$ cat config.mk
export PLATFORM = sky130hd
export DESIGN_NAME = sssc_top
export DESIGN_NICKNAME = d
export VERILOG_FILES = /design/src/pkg/sssc_pkg.sv /design/src/hw/sssc_decode.sv /design/src/hw/sssc_rsa_check.sv /design/src/hw/sssc_top.sv
export VERILOG_INCLUDE_DIRS = /design/src /design/src/pkg
export SDC_FILE = /design/constraint.sdc
export NUM_CORES = 1
export LEC_CHECK = 0
export BUFFER_PORTS_ARGS = -buffer_cell sky130_fd_sc_hd__buf_2
export CAP_MARGIN = 10
export CORE_UTILIZATION = 35
export DETAILED_ROUTE_END_ITERATION = 10
export GPL_TIMING_DRIVEN = 0
export PLACE_DENSITY = 0.65
export SYNTH_ARGS = -nofsm -noshare
export SYNTH_HDL_FRONTEND = slang
export SYNTH_SLANG_ARGS = --single-unit
$ cat constraint.sdc
create_clock -name clock -period 4.2 [get_ports clock]
set_input_delay 0.21 -clock clock [delete_from_list [all_inputs] [get_ports clock]]
set_output_delay 0.21 -clock clock [all_outputs]
set_load 0.005 [all_outputs]
$ cat src/pkg/sssc_map.svh
`ifndef SSSC_MAP_SVH
`define SSSC_MAP_SVH
// ************************************************
// command codes
// ************************************************
`define SSSC_MAIN_CODE      8'h27
`define SSSC_SUB_UDP_OPEN   8'h01
`define SSSC_SUB_UDP_RECV   8'h02
`define SSSC_SUB_UDP_SEND   8'h03
`define SSSC_SUB_UDP_CLOSE  8'h04
`define SSSC_SUB_TCP_OPENP  8'h10
`define SSSC_SUB_TCP_OPENA  8'h11
`define SSSC_SUB_TCP_RECV   8'h12
`define SSSC_SUB_TCP_SEND   8'h13
`define SSSC_SUB_TCP_CLOSE  8'h14
// ************************************************
// status word bits
// ************************************************
`define SSSC_BIT_OPENING    0
`define SSSC_BIT_RECEIVING  1
`define SSSC_BIT_SENDING    2
`define SSSC_BIT_CLOSING    3
`define SSSC_BIT_TCP        13
`define SSSC_BIT_RS_ERR     14
`define SSSC_BIT_OPEN       15
// ************************************************
// parameter limits and codes
// ************************************************
`define SSSC_HOST_PORT_DEF  16'h2580
`define SSSC_AREA_MEM       8'h01
`define SSSC_AREA_DM        8'h02
`define SSSC_AREA_EM        8'h03
`define SSSC_MEM_LAST       16'h01FF
`define SSSC_DM_LAST        16'h17FF
`define SSSC_RSP_OK         16'h0000
`define SSSC_RSP_RANGE      16'h1100
`define SSSC_RSP_AREA       16'h1101
`define SSSC_RSP_BITADDR    16'h1103
`define SSSC_RSP_ISOPEN     16'h220F
`define SSSC_RES_NOBUF      16'h003E
`define SSSC_RES_INUSE      16'h0049
// ************************************************
// apb register map (byte addresses)
// ************************************************
`define SSSC_A_CMD          12'h000
`define SSSC_A_PARAM0       12'h004
`define SSSC_A_PARAM1       12'h008
`define SSSC_A_RESP         12'h00C
`define SSSC_A_DONE         12'h010
`define SSSC_A_STAT0        12'h020
`define SSSC_A_HOSTPORT     12'h030
`define SSSC_A_BANKS        12'h034
`define SSSC_A_PORT0        12'h040
`define SSSC_A_RESULT       12'h050
`define SSSC_RST_BANKS      8'h01
`endif

$ cat src/pkg/sssc_pkg.sv
package sssc_pkg;
   typedef enum logic [1:0] {SSSC_OP_OPEN, SSSC_OP_RECV, SSSC_OP_SEND, SSSC_OP_CLOSE} sssc_op_t;
   // one decoded host command
   typedef struct packed {
      logic       valid;
      sssc_op_t   op;
      logic       tcp;
      logic [1:0] sock;
   } sssc_cmd_t;
   // results storage designation
   typedef struct packed {
      logic [7:0]  area;
      logic [15:0] word;
      logic [7:0]  bitaddr;
      logic [3:0]  bank;
   } sssc_rsa_t;
   typedef enum logic [1:0] {SSSC_RSA_OK, SSSC_RSA_AREA, SSSC_RSA_BIT, SSSC_RSA_BANK} sssc_rsa_res_t;
endpackage

$ cat src/hw/sssc_decode.sv
`timescale 1ns/1ns
`include "sssc_map.svh"
// combinational decode of main and sub request codes
module sssc_decode
(
   input  wire logic [7:0]       main_request_code,
   input  wire logic [7:0]       sub_request_code,
   input  wire logic [15:0]      sock_num,
   output sssc_pkg::sssc_cmd_t   cmd,
   output logic                  known,
   output logic                  sock_bad
);
   // code table lookup
   always_comb
   begin
      cmd      = '0;
      known    = 1'b0;
      sock_bad = (sock_num < 16'h0001) || (sock_num > 16'h0004);
      cmd.sock = 2'(sock_num - 16'h0001);
      if (main_request_code == `SSSC_MAIN_CODE)
      begin
         known = 1'b1;
         case (sub_request_code)
            `SSSC_SUB_UDP_OPEN:  cmd.op = sssc_pkg::SSSC_OP_OPEN;
            `SSSC_SUB_UDP_RECV:  cmd.op = sssc_pkg::SSSC_OP_RECV;
            `SSSC_SUB_UDP_SEND:  cmd.op = sssc_pkg::SSSC_OP_SEND;
            `SSSC_SUB_UDP_CLOSE: cmd.op = sssc_pkg::SSSC_OP_CLOSE;
            `SSSC_SUB_TCP_OPENP,
            `SSSC_SUB_TCP_OPENA:
            begin
               cmd.op  = sssc_pkg::SSSC_OP_OPEN;
               cmd.tcp = 1'b1;
            end
            `SSSC_SUB_TCP_RECV:
            begin
               cmd.op  = sssc_pkg::SSSC_OP_RECV;
               cmd.tcp = 1'b1;
            end
            `SSSC_SUB_TCP_SEND:
            begin
               cmd.op  = sssc_pkg::SSSC_OP_SEND;
               cmd.tcp = 1'b1;
            end
            `SSSC_SUB_TCP_CLOSE:
            begin
               cmd.op  = sssc_pkg::SSSC_OP_CLOSE;
               cmd.tcp = 1'b1;
            end
            default: known = 1'b0;
         endcase
      end
      cmd.valid = known;
   end
endmodule // sssc_decode

$ cat src/hw/sssc_rsa_check.sv
`timescale 1ns/1ns
`include "sssc_map.svh"
// results storage area check
module sssc_rsa_check
(
   input  sssc_pkg::sssc_rsa_t      rsa,
   input  wire logic [15:0]         banks_fitted,
   output sssc_pkg::sssc_rsa_res_t  res
);
   always_comb
   begin
      res = sssc_pkg::SSSC_RSA_OK;
      if (rsa.bitaddr != 8'h00)
         res = sssc_pkg::SSSC_RSA_BIT;
      else if (rsa.area == `SSSC_AREA_MEM)
      begin
         if (rsa.word > `SSSC_MEM_LAST)
            res = sssc_pkg::SSSC_RSA_AREA;
      end
      else if (rsa.area == `SSSC_AREA_DM)
      begin
         if (rsa.word > `SSSC_DM_LAST)
            res = sssc_pkg::SSSC_RSA_AREA;
      end
      else if (rsa.area == `SSSC_AREA_EM)
      begin
         if (rsa.word > `SSSC_DM_LAST)
            res = sssc_pkg::SSSC_RSA_AREA;
         else if (!banks_fitted[rsa.bank])
            res = sssc_pkg::SSSC_RSA_BANK;
      end
      else
         res = sssc_pkg::SSSC_RSA_AREA;
   end
endmodule // sssc_rsa_check

$ cat src/hw/sssc_top.sv
`timescale 1ns/1ns
`include "sssc_map.svh"
// socket service command interpreter with apb register access
module sssc_top
#(
   parameter int NSOCK = 4
)
(
   input  wire logic        clock,
   input  wire logic        arst_n,
   input  wire logic        psel,
   input  wire logic        penable,
   input  wire logic        pwrite,
   input  wire logic [11:0] paddr,
   input  wire logic [31:0] pwdata,
   output logic [31:0]      prdata,
   output logic             pready,
   output logic             pslverr,
   output logic [15:0]      route_port_0,
   output logic [15:0]      route_port_1,
   output logic [15:0]      route_port_2,
   output logic [15:0]      route_port_3
);
   // ************************************************
   // state
   // ************************************************
   typedef struct packed {
      logic [NSOCK-1:0][15:0] stat;
      logic [NSOCK-1:0][15:0] port;
      logic [NSOCK-1:0]       rs_pend;
      logic [31:0]            param0;
      logic [31:0]            param1;
      logic [31:0]            resp;
      logic [31:0]            result;
      logic [15:0]            host_port;
      logic [15:0]            banks;
      logic [31:0]            prdata;
      logic                   pready;
      logic                   pslverr;
   } sssc_state_t;
   sssc_state_t st_reg;
   sssc_state_t st_next;

   sssc_pkg::sssc_cmd_t     cmd;
   logic                    known;
   logic                    sock_bad;
   sssc_pkg::sssc_rsa_t     rsa;
   sssc_pkg::sssc_rsa_res_t rsa_res;

   // command parameters: param0 = sock number | port, param1 = storage area
   assign rsa.area    = st_reg.param1[31:24];
   assign rsa.bank    = st_reg.param1[23:20];
   assign rsa.bitaddr = {4'h0, st_reg.param1[19:16]};
   assign rsa.word    = st_reg.param1[15:0];

   sssc_decode u_decode
   (
      .main_request_code (pwdata[15:8]),
      .sub_request_code  (pwdata[7:0]),
      .sock_num          (st_reg.param0[31:16]),
      .cmd               (cmd),
      .known             (known),
      .sock_bad          (sock_bad)
   );

   sssc_rsa_check u_rsa
   (
      .rsa          (rsa),
      .banks_fitted (st_reg.banks),
      .res          (rsa_res)
   );

   // true when any other open socket already owns this port
   function automatic logic port_in_use(input sssc_state_t s, input logic [1:0] me,
                                        input logic [15:0] p);
      logic hit;
      hit = 1'b0;
      for (int i = 0; i < NSOCK; i++)
         if (i != int'(me) && s.stat[i][`SSSC_BIT_OPEN] && s.port[i] == p)
            hit = 1'b1;
      return hit;
   endfunction

   // true when no busy bit of a socket is set
   function automatic logic idle(input logic [15:0] w);
      return w[3:0] == 4'h0;
   endfunction

   logic access;
   logic wr;
   logic [15:0] lport;
   assign access = psel && penable;
   assign wr     = access && pwrite;
   assign lport  = st_reg.param0[15:0];

   // ************************************************
   // next state
   // ************************************************
   always_comb
   begin
      st_next         = st_reg;
      st_next.pready  = 1'b0;
      st_next.pslverr = 1'b0;
      // delayed storage error, raised only once the socket is idle
      for (int i = 0; i < NSOCK; i++)
      begin
         if (st_reg.rs_pend[i] && idle(st_reg.stat[i]))
         begin
            st_next.stat[i][`SSSC_BIT_RS_ERR] = 1'b1;
            st_next.rs_pend[i]                = 1'b0;
         end
      end
      if (psel && !st_reg.pready)
      begin
         // one wait state: answer in the cycle after penable rises
         st_next.pready = access;
      end
      if (access && !st_reg.pready)
      begin
         st_next.prdata = 32'h0000_0000;
         if (!wr)
         begin
            if (paddr == `SSSC_A_PARAM0)
               st_next.prdata = st_reg.param0;
            else if (paddr == `SSSC_A_PARAM1)
               st_next.prdata = st_reg.param1;
            else if (paddr == `SSSC_A_RESP)
               st_next.prdata = st_reg.resp;
            else if (paddr == `SSSC_A_RESULT)
               st_next.prdata = st_reg.result;
            else if (paddr == `SSSC_A_HOSTPORT)
               st_next.prdata = {16'h0000, st_reg.host_port};
            else if (paddr == `SSSC_A_BANKS)
               st_next.prdata = {16'h0000, st_reg.banks};
            else if (paddr[11:4] == 8'(`SSSC_A_STAT0 >> 4) && paddr[1:0] == 2'b00)
               st_next.prdata = {16'h0000, st_reg.stat[paddr[3:2]]};
            else if (paddr[11:4] == 8'(`SSSC_A_PORT0 >> 4) && paddr[1:0] == 2'b00)
               st_next.prdata = {16'h0000, st_reg.port[paddr[3:2]]};
            else if (paddr != `SSSC_A_CMD && paddr != `SSSC_A_DONE)
               st_next.pslverr = 1'b1;
         end
         else if (paddr == `SSSC_A_PARAM0)
            st_next.param0 = pwdata;
         else if (paddr == `SSSC_A_PARAM1)
            st_next.param1 = pwdata;
         else if (paddr == `SSSC_A_HOSTPORT)
            st_next.host_port = pwdata[15:0];
         else if (paddr == `SSSC_A_BANKS)
            st_next.banks = pwdata[15:0];
         else if (paddr == `SSSC_A_CMD)
         begin
            // command issue: check parameters then mark the socket busy
            st_next.resp = {16'h0000, `SSSC_RSP_OK};
            if (!known || sock_bad)
               st_next.resp = {16'h0000, `SSSC_RSP_RANGE};
            else if (cmd.op == sssc_pkg::SSSC_OP_OPEN && !cmd.tcp && lport == 16'h0000)
               st_next.resp = {16'h0000, `SSSC_RSP_RANGE};
            else if (rsa_res == sssc_pkg::SSSC_RSA_AREA)
               st_next.resp = {16'h0000, `SSSC_RSP_AREA};
            else if (rsa_res == sssc_pkg::SSSC_RSA_BIT)
               st_next.resp = {16'h0000, `SSSC_RSP_BITADDR};
            else if (cmd.op == sssc_pkg::SSSC_OP_OPEN
                     && (st_reg.stat[cmd.sock][`SSSC_BIT_OPEN]
                         || st_reg.stat[cmd.sock][`SSSC_BIT_OPENING]))
               st_next.resp = {16'h0000, `SSSC_RSP_ISOPEN};
            else
            begin
               st_next.stat[cmd.sock][`SSSC_BIT_RS_ERR] = 1'b0;
               st_next.rs_pend[cmd.sock] = (rsa_res == sssc_pkg::SSSC_RSA_BANK);
               st_next.stat[cmd.sock][int'(cmd.op)] = 1'b1;
               if (cmd.op == sssc_pkg::SSSC_OP_OPEN)
               begin
                  st_next.stat[cmd.sock][`SSSC_BIT_TCP] = cmd.tcp;
                  st_next.port[cmd.sock] = lport;
               end
            end
         end
         else if (paddr == `SSSC_A_DONE)
         begin
            // completion from the protocol engine: [1:0] socket, [3:2] op,
            // [4] error; the result word is stored in the same cycle as busy clears
            st_next.result = {16'h0000, `SSSC_RSP_OK};
            if (pwdata[2+:2] == 2'(sssc_pkg::SSSC_OP_OPEN))
            begin
               if (pwdata[4])
               begin
                  st_next.result = {16'h0000, `SSSC_RES_NOBUF};
                  st_next.port[pwdata[1:0]] = 16'h0000;           // failed open routes nothing
               end
               else if (!st_reg.stat[pwdata[1:0]][`SSSC_BIT_TCP]
                        && (st_reg.port[pwdata[1:0]] == st_reg.host_port
                            || port_in_use(st_reg, pwdata[1:0],
                                           st_reg.port[pwdata[1:0]])))
               begin
                  st_next.result = {16'h0000, `SSSC_RES_INUSE};
                  st_next.port[pwdata[1:0]] = 16'h0000;
               end
               else
                  st_next.stat[pwdata[1:0]][`SSSC_BIT_OPEN] = 1'b1;
            end
            else if (pwdata[2+:2] == 2'(sssc_pkg::SSSC_OP_CLOSE))
            begin
               st_next.stat[pwdata[1:0]][`SSSC_BIT_OPEN] = 1'b0;
               st_next.port[pwdata[1:0]] = 16'h0000;
            end
            st_next.stat[pwdata[1:0]][pwdata[2+:2]] = 1'b0;
         end
         else
            st_next.pslverr = 1'b1;
      end
   end

   // ************************************************
   // registers
   // ************************************************
   always_ff @(posedge clock or negedge arst_n)
   begin
      if (!arst_n)
      begin
         st_reg           <= '0;
         st_reg.host_port <= `SSSC_HOST_PORT_DEF;
         st_reg.banks     <= {8'h00, `SSSC_RST_BANKS};
      end
      else
         st_reg <= st_next;
   end

   // outputs straight from flip-flops; each socket's stored port, udp or tcp, steers routing from the open request on
   assign prdata  = st_reg.prdata;
   assign pready  = st_reg.pready;
   assign pslverr = st_reg.pslverr;
   assign route_port_0 = st_reg.port[0];
   assign route_port_1 = st_reg.port[1];
   assign route_port_2 = st_reg.port[2];
   assign route_port_3 = st_reg.port[3];
endmodule // sssc_top

==> flow_summary.rst <==
.. list-table::
   :header-rows: 1

   * - Metric
     - Value
   * - Crit. End Element
     - flip-flop
   * - Met1 wire length
     - 23500 um
   * - Top-level I/O count
     - roughly 150
   * - Critical-path top delay cell
     - mux4_2
   * - Port Buf Inserts
     - 143
   * - Most common cell after layout, fill and taps aside
     - dfrtp_1
   * - Buf+Inv Stages, Crit Path
     - 3
   * - Clock root buffer
     - clkbuf_16
   * - Simple logic cell fraction of the synthesized area
     - 0.107
   * - Fraction of registers with async set or reset after synthesis
     - 1.00
   * - Slack of the critical path
     - between 0.1 and 0.15 ns
   * - Tightest slew margin relative to the limit
     - 0.193
   * - Status
     - completed
   * - Largest clock skew in the final design
     - 0.0215 ns
   * - Clock Sinks
     - 233
   * - Number of enable-type register cells in the synthesized netlist
     - 0
   * - Mux share of post-synthesis cell area
     - 0.158
   * - Largest register FFs
     - 87
   * - Share of cells above drive strength 1
     - 0.284
   * - Die area
     - 42400 um2
   * - Number of buffers added by the clock tree synthesis step
     - 27
   * - Dominant combinational cell family by area after synthesis
     - multiplexers
   * - N_diodes
     - 0
   * - Total of warnings raised by yosys
     - 0
   * - Number of violations reported at the end of detailed-routing iteration 0
     - 1474
   * - Critical path required time
     - 4.69 ns
   * - Initial standard-cell utilization of the core
     - 0.356
   * - Avg Cell Area, Syn
     - 9.90 um2
   * - Worst-case clock buffer depth
     - 3
   * - Row count
     - between 70 and 80
   * - GRT Resource Usage Total
     - 0.260
   * - Final-report hold violation count
     - 0
   * - Global-route wire length before repair
     - 81200 um
   * - Worst-skew pair later-pin latency
     - 0.58 ns
   * - Final Wtd Congestion
     - 0.967
   * - Number of synthesized register bits
     - 233
   * - Maximum fanout along the worst path
     - 10
   * - Post-detailed-route wirelength per cell
     - 24.8 um
   * - Fraction of the mapped netlist area in adder cells
     - 0.0103
   * - Non-Filler Cell Area, Final
     - 17500 um2
   * - CTS tree
     - built
   * - Max frequency
     - around 250 MHz
   * - Area added between synthesis and finish
     - 20.3%
   * - Transition time of the tightest slew-check pin
     - 1.20 ns
   * - Number of distinct library cell variants in the gate-level netlist after synthesis
     - 71
   * - Clock-pin transition on the worst setup and hold timing paths
     - 0.06 ns
   * - Wire length on met3
     - between 3000 and 4000 um
   * - Sequential cell area fraction in the yosys report
     - 0.401
   * - Utilization after layout
     - 0.428
   * - Cell area after technology mapping
     - 14600 um2
   * - Crit-path cells
     - mux4_2, mux4_2, nand2b_4, nand3_1, a21oi_1, nor2b_2, inv_1, ha_2, o31ai_4, nand3_2, a211oi_4, buf_4, and4_4, clkbuf_8, nand2_1, o21ai_0
   * - Post-Route Setup TNS
     - 0 ns
   * - DR vias/cell
     - 5.69
   * - Synthesized-area fraction occupied by xor and xnor cells
     - 0.0679
   * - Pin count of the biggest net entering global routing
     - 97
   * - Synthesized-area fraction occupied by ao, oa, aoi and oai cells
     - 0.155
   * - Most frequent cells in the layout
     - dfrtp_1, buf_2, nand2_1
   * - Time the final worst path needs with I/O delays and setup
     - 4.06 ns
   * - Vias after detailed routing
     - approximately 13000
   * - Pins over their slew limit
     - 0
   * - Die H
     - 206 um
   * - Cell Pwr Density
     - 296 nW/um2
   * - Grt total ovfl
     - 0
   * - Arrival time at the worst endpoint
     - 4.55 ns
   * - Critical Path Source Type
     - flip-flop
   * - Non-filler instance count after layout
     - about 2200
   * - CP dominant cell by count
     - mux4_2
   * - Layout Nets
     - 1746
   * - Path type of the worst min-delay path
     - in -> reg
   * - Leakage
     - 7.82 nW
   * - Max cap viols
     - 0
   * - Total number of H-tree levels
     - 1
   * - Synth Net Count
     - 1532
   * - Fin crit share
     - 0.967
   * - Antenna-violating nets left
     - 0
   * - Prevailing post-synth register cell
     - dfrtp_1
   * - Synthesized instance count
     - ~1500
   * - Hpwl dp
     - 41800 um
   * - Setup violations, final
     - 0
   * - Count of unresolved DRC violations after routing
     - 0
   * - Largest stage delay, worst path
     - 0.57 ns
   * - CP Class
     - reg -> reg
   * - Number of global-route vias before repair
     - 12380
   * - Die W
     - 206 um
   * - Placed Cells
     - between 2000 and 2500
   * - Kind of cell adding the most delay to the critical path
     - multiplexers
   * - Post-placement worst setup slack
     - -1.19 ns
   * - Top sig layer
     - met5
   * - Area of the placeable core
     - 40900 um2
   * - Final Routed Wirelength
     - between 50000 and 60000 um
   * - Antenna violations before repair
     - 1
   * - Cell area after placement
     - 16000 um2
   * - DR WL met2
     - 26200 um
   * - Number of iterations in the first detailed-routing pass
     - 6
   * - Max IR drop VDD
     - 0.243 mV
-- metrics by stage --
stage	hold slack [ns]	power (mW)
floorplan	-0.0856	2.46
global placement	0.452	2.62
detailed placement	0.196	2.63
CTS	0.0327	5.20
global route	0.0635	5.31
finish	0.0362	5.18
-- cell usage after synthesis, drive strengths merged (20+ instances only) --
cell / instances / area, um2
mux2i: 50 / 500
dfrtp: 228 / 5710
xor2: 51 / 447
xnor2: 62 / 543
mux4: 37 / 833
o21ai: 109 / 546
nor4: 30 / 194
clkbuf: 78 / 295
a31oi: 20 / 125
nor2: 48 / 183
a22oi: 25 / 188
mux2: 86 / 968
nand2: 135 / 507
a21oi: 69 / 353
a22o: 21 / 184
inv: 73 / 274
buf: 125 / 893
-- area by class of cell --
cell class,count,area [um2]
plain buffers,198,1190
clock buffers,39,741
clock inverters,11,198
fillers,3969,23400
inverters,74,280
multi-input cells,961,7410
flip-flops and latches,233,5840
well taps,532,666
repair buffers,190,1200
-- report_power, final --
group / switching (mW) / internal (mW)
Sequential: 0.00335 / 2.25
Clock: 1.02 / 1.54
Combinational: 0.242 / 0.128
Total: 1.26 / 3.91
-- kinds of logic (layout without fill, tap and decap cells) --
group / count (synthesis) / after routing
flip-flops: 233 / 233
XOR/XNOR: 113 / 113
multiplexers: 173 / 173
buffers and inverters: 277 / 512
adder cells (fa/ha/maj): 12 / 12
AO/OA/AOI/OAI: 345 / 345
AND/OR/NAND/NOR: 318 / 318
-- worst register-to-register path, cell delays in order, from the launching register on --
cell	delay (ns)
dfrtp_2	0.47
mux4_2	0.57
mux4_2	0.51
nand2b_4	0.18
nand3_1	0.09
a21oi_1	0.10
nor2b_2	0.17
inv_1	0.07
ha_2	0.20
o31ai_4	0.26
nand3_2	0.16
a211oi_4	0.30
buf_4	0.18
and4_4	0.34
clkbuf_8	0.23
nand2_1	0.07
o21ai_0	0.11
-- final timing paths --
check / slack, ns / depth (start not counted) / to / start
setup reg to reg: 0.14 / 16 / route_port_1[3] / rsa[0]
hold reg to reg: 0.48 / 2 / prdata[26] / prdata[26]
min in group asynchronous: 0.16 / 2 / lport[11] / arst_n
setup / recovery: 0.14 / 16 / route_port_1[3] / rsa[0]
max in group asynchronous: 2.82 / 4 / st_reg[297] / arst_n
hold / removal: 0.04 / 2 / lport[2] / pwdata[2]
-- layer usage --
metal	global-route usage	up-vias
met2	0.417	588
met3	0.0350	102
met5	0	-
met4	0.102	2
met1	0.353	6456
li1	-	5596
-- repair_timing --
item / 4_1_cts / 5_1_grt
setup endpoints to repair: 89 / 61
endpoints found under the hold margin: 138 / 0
hold buffers: 29 / 0
resized for setup: 36 / 10
setup buffers: 9 / 7
pin swaps: 8 / 4
Note: power is estimated with default switching activity, not from simulation.
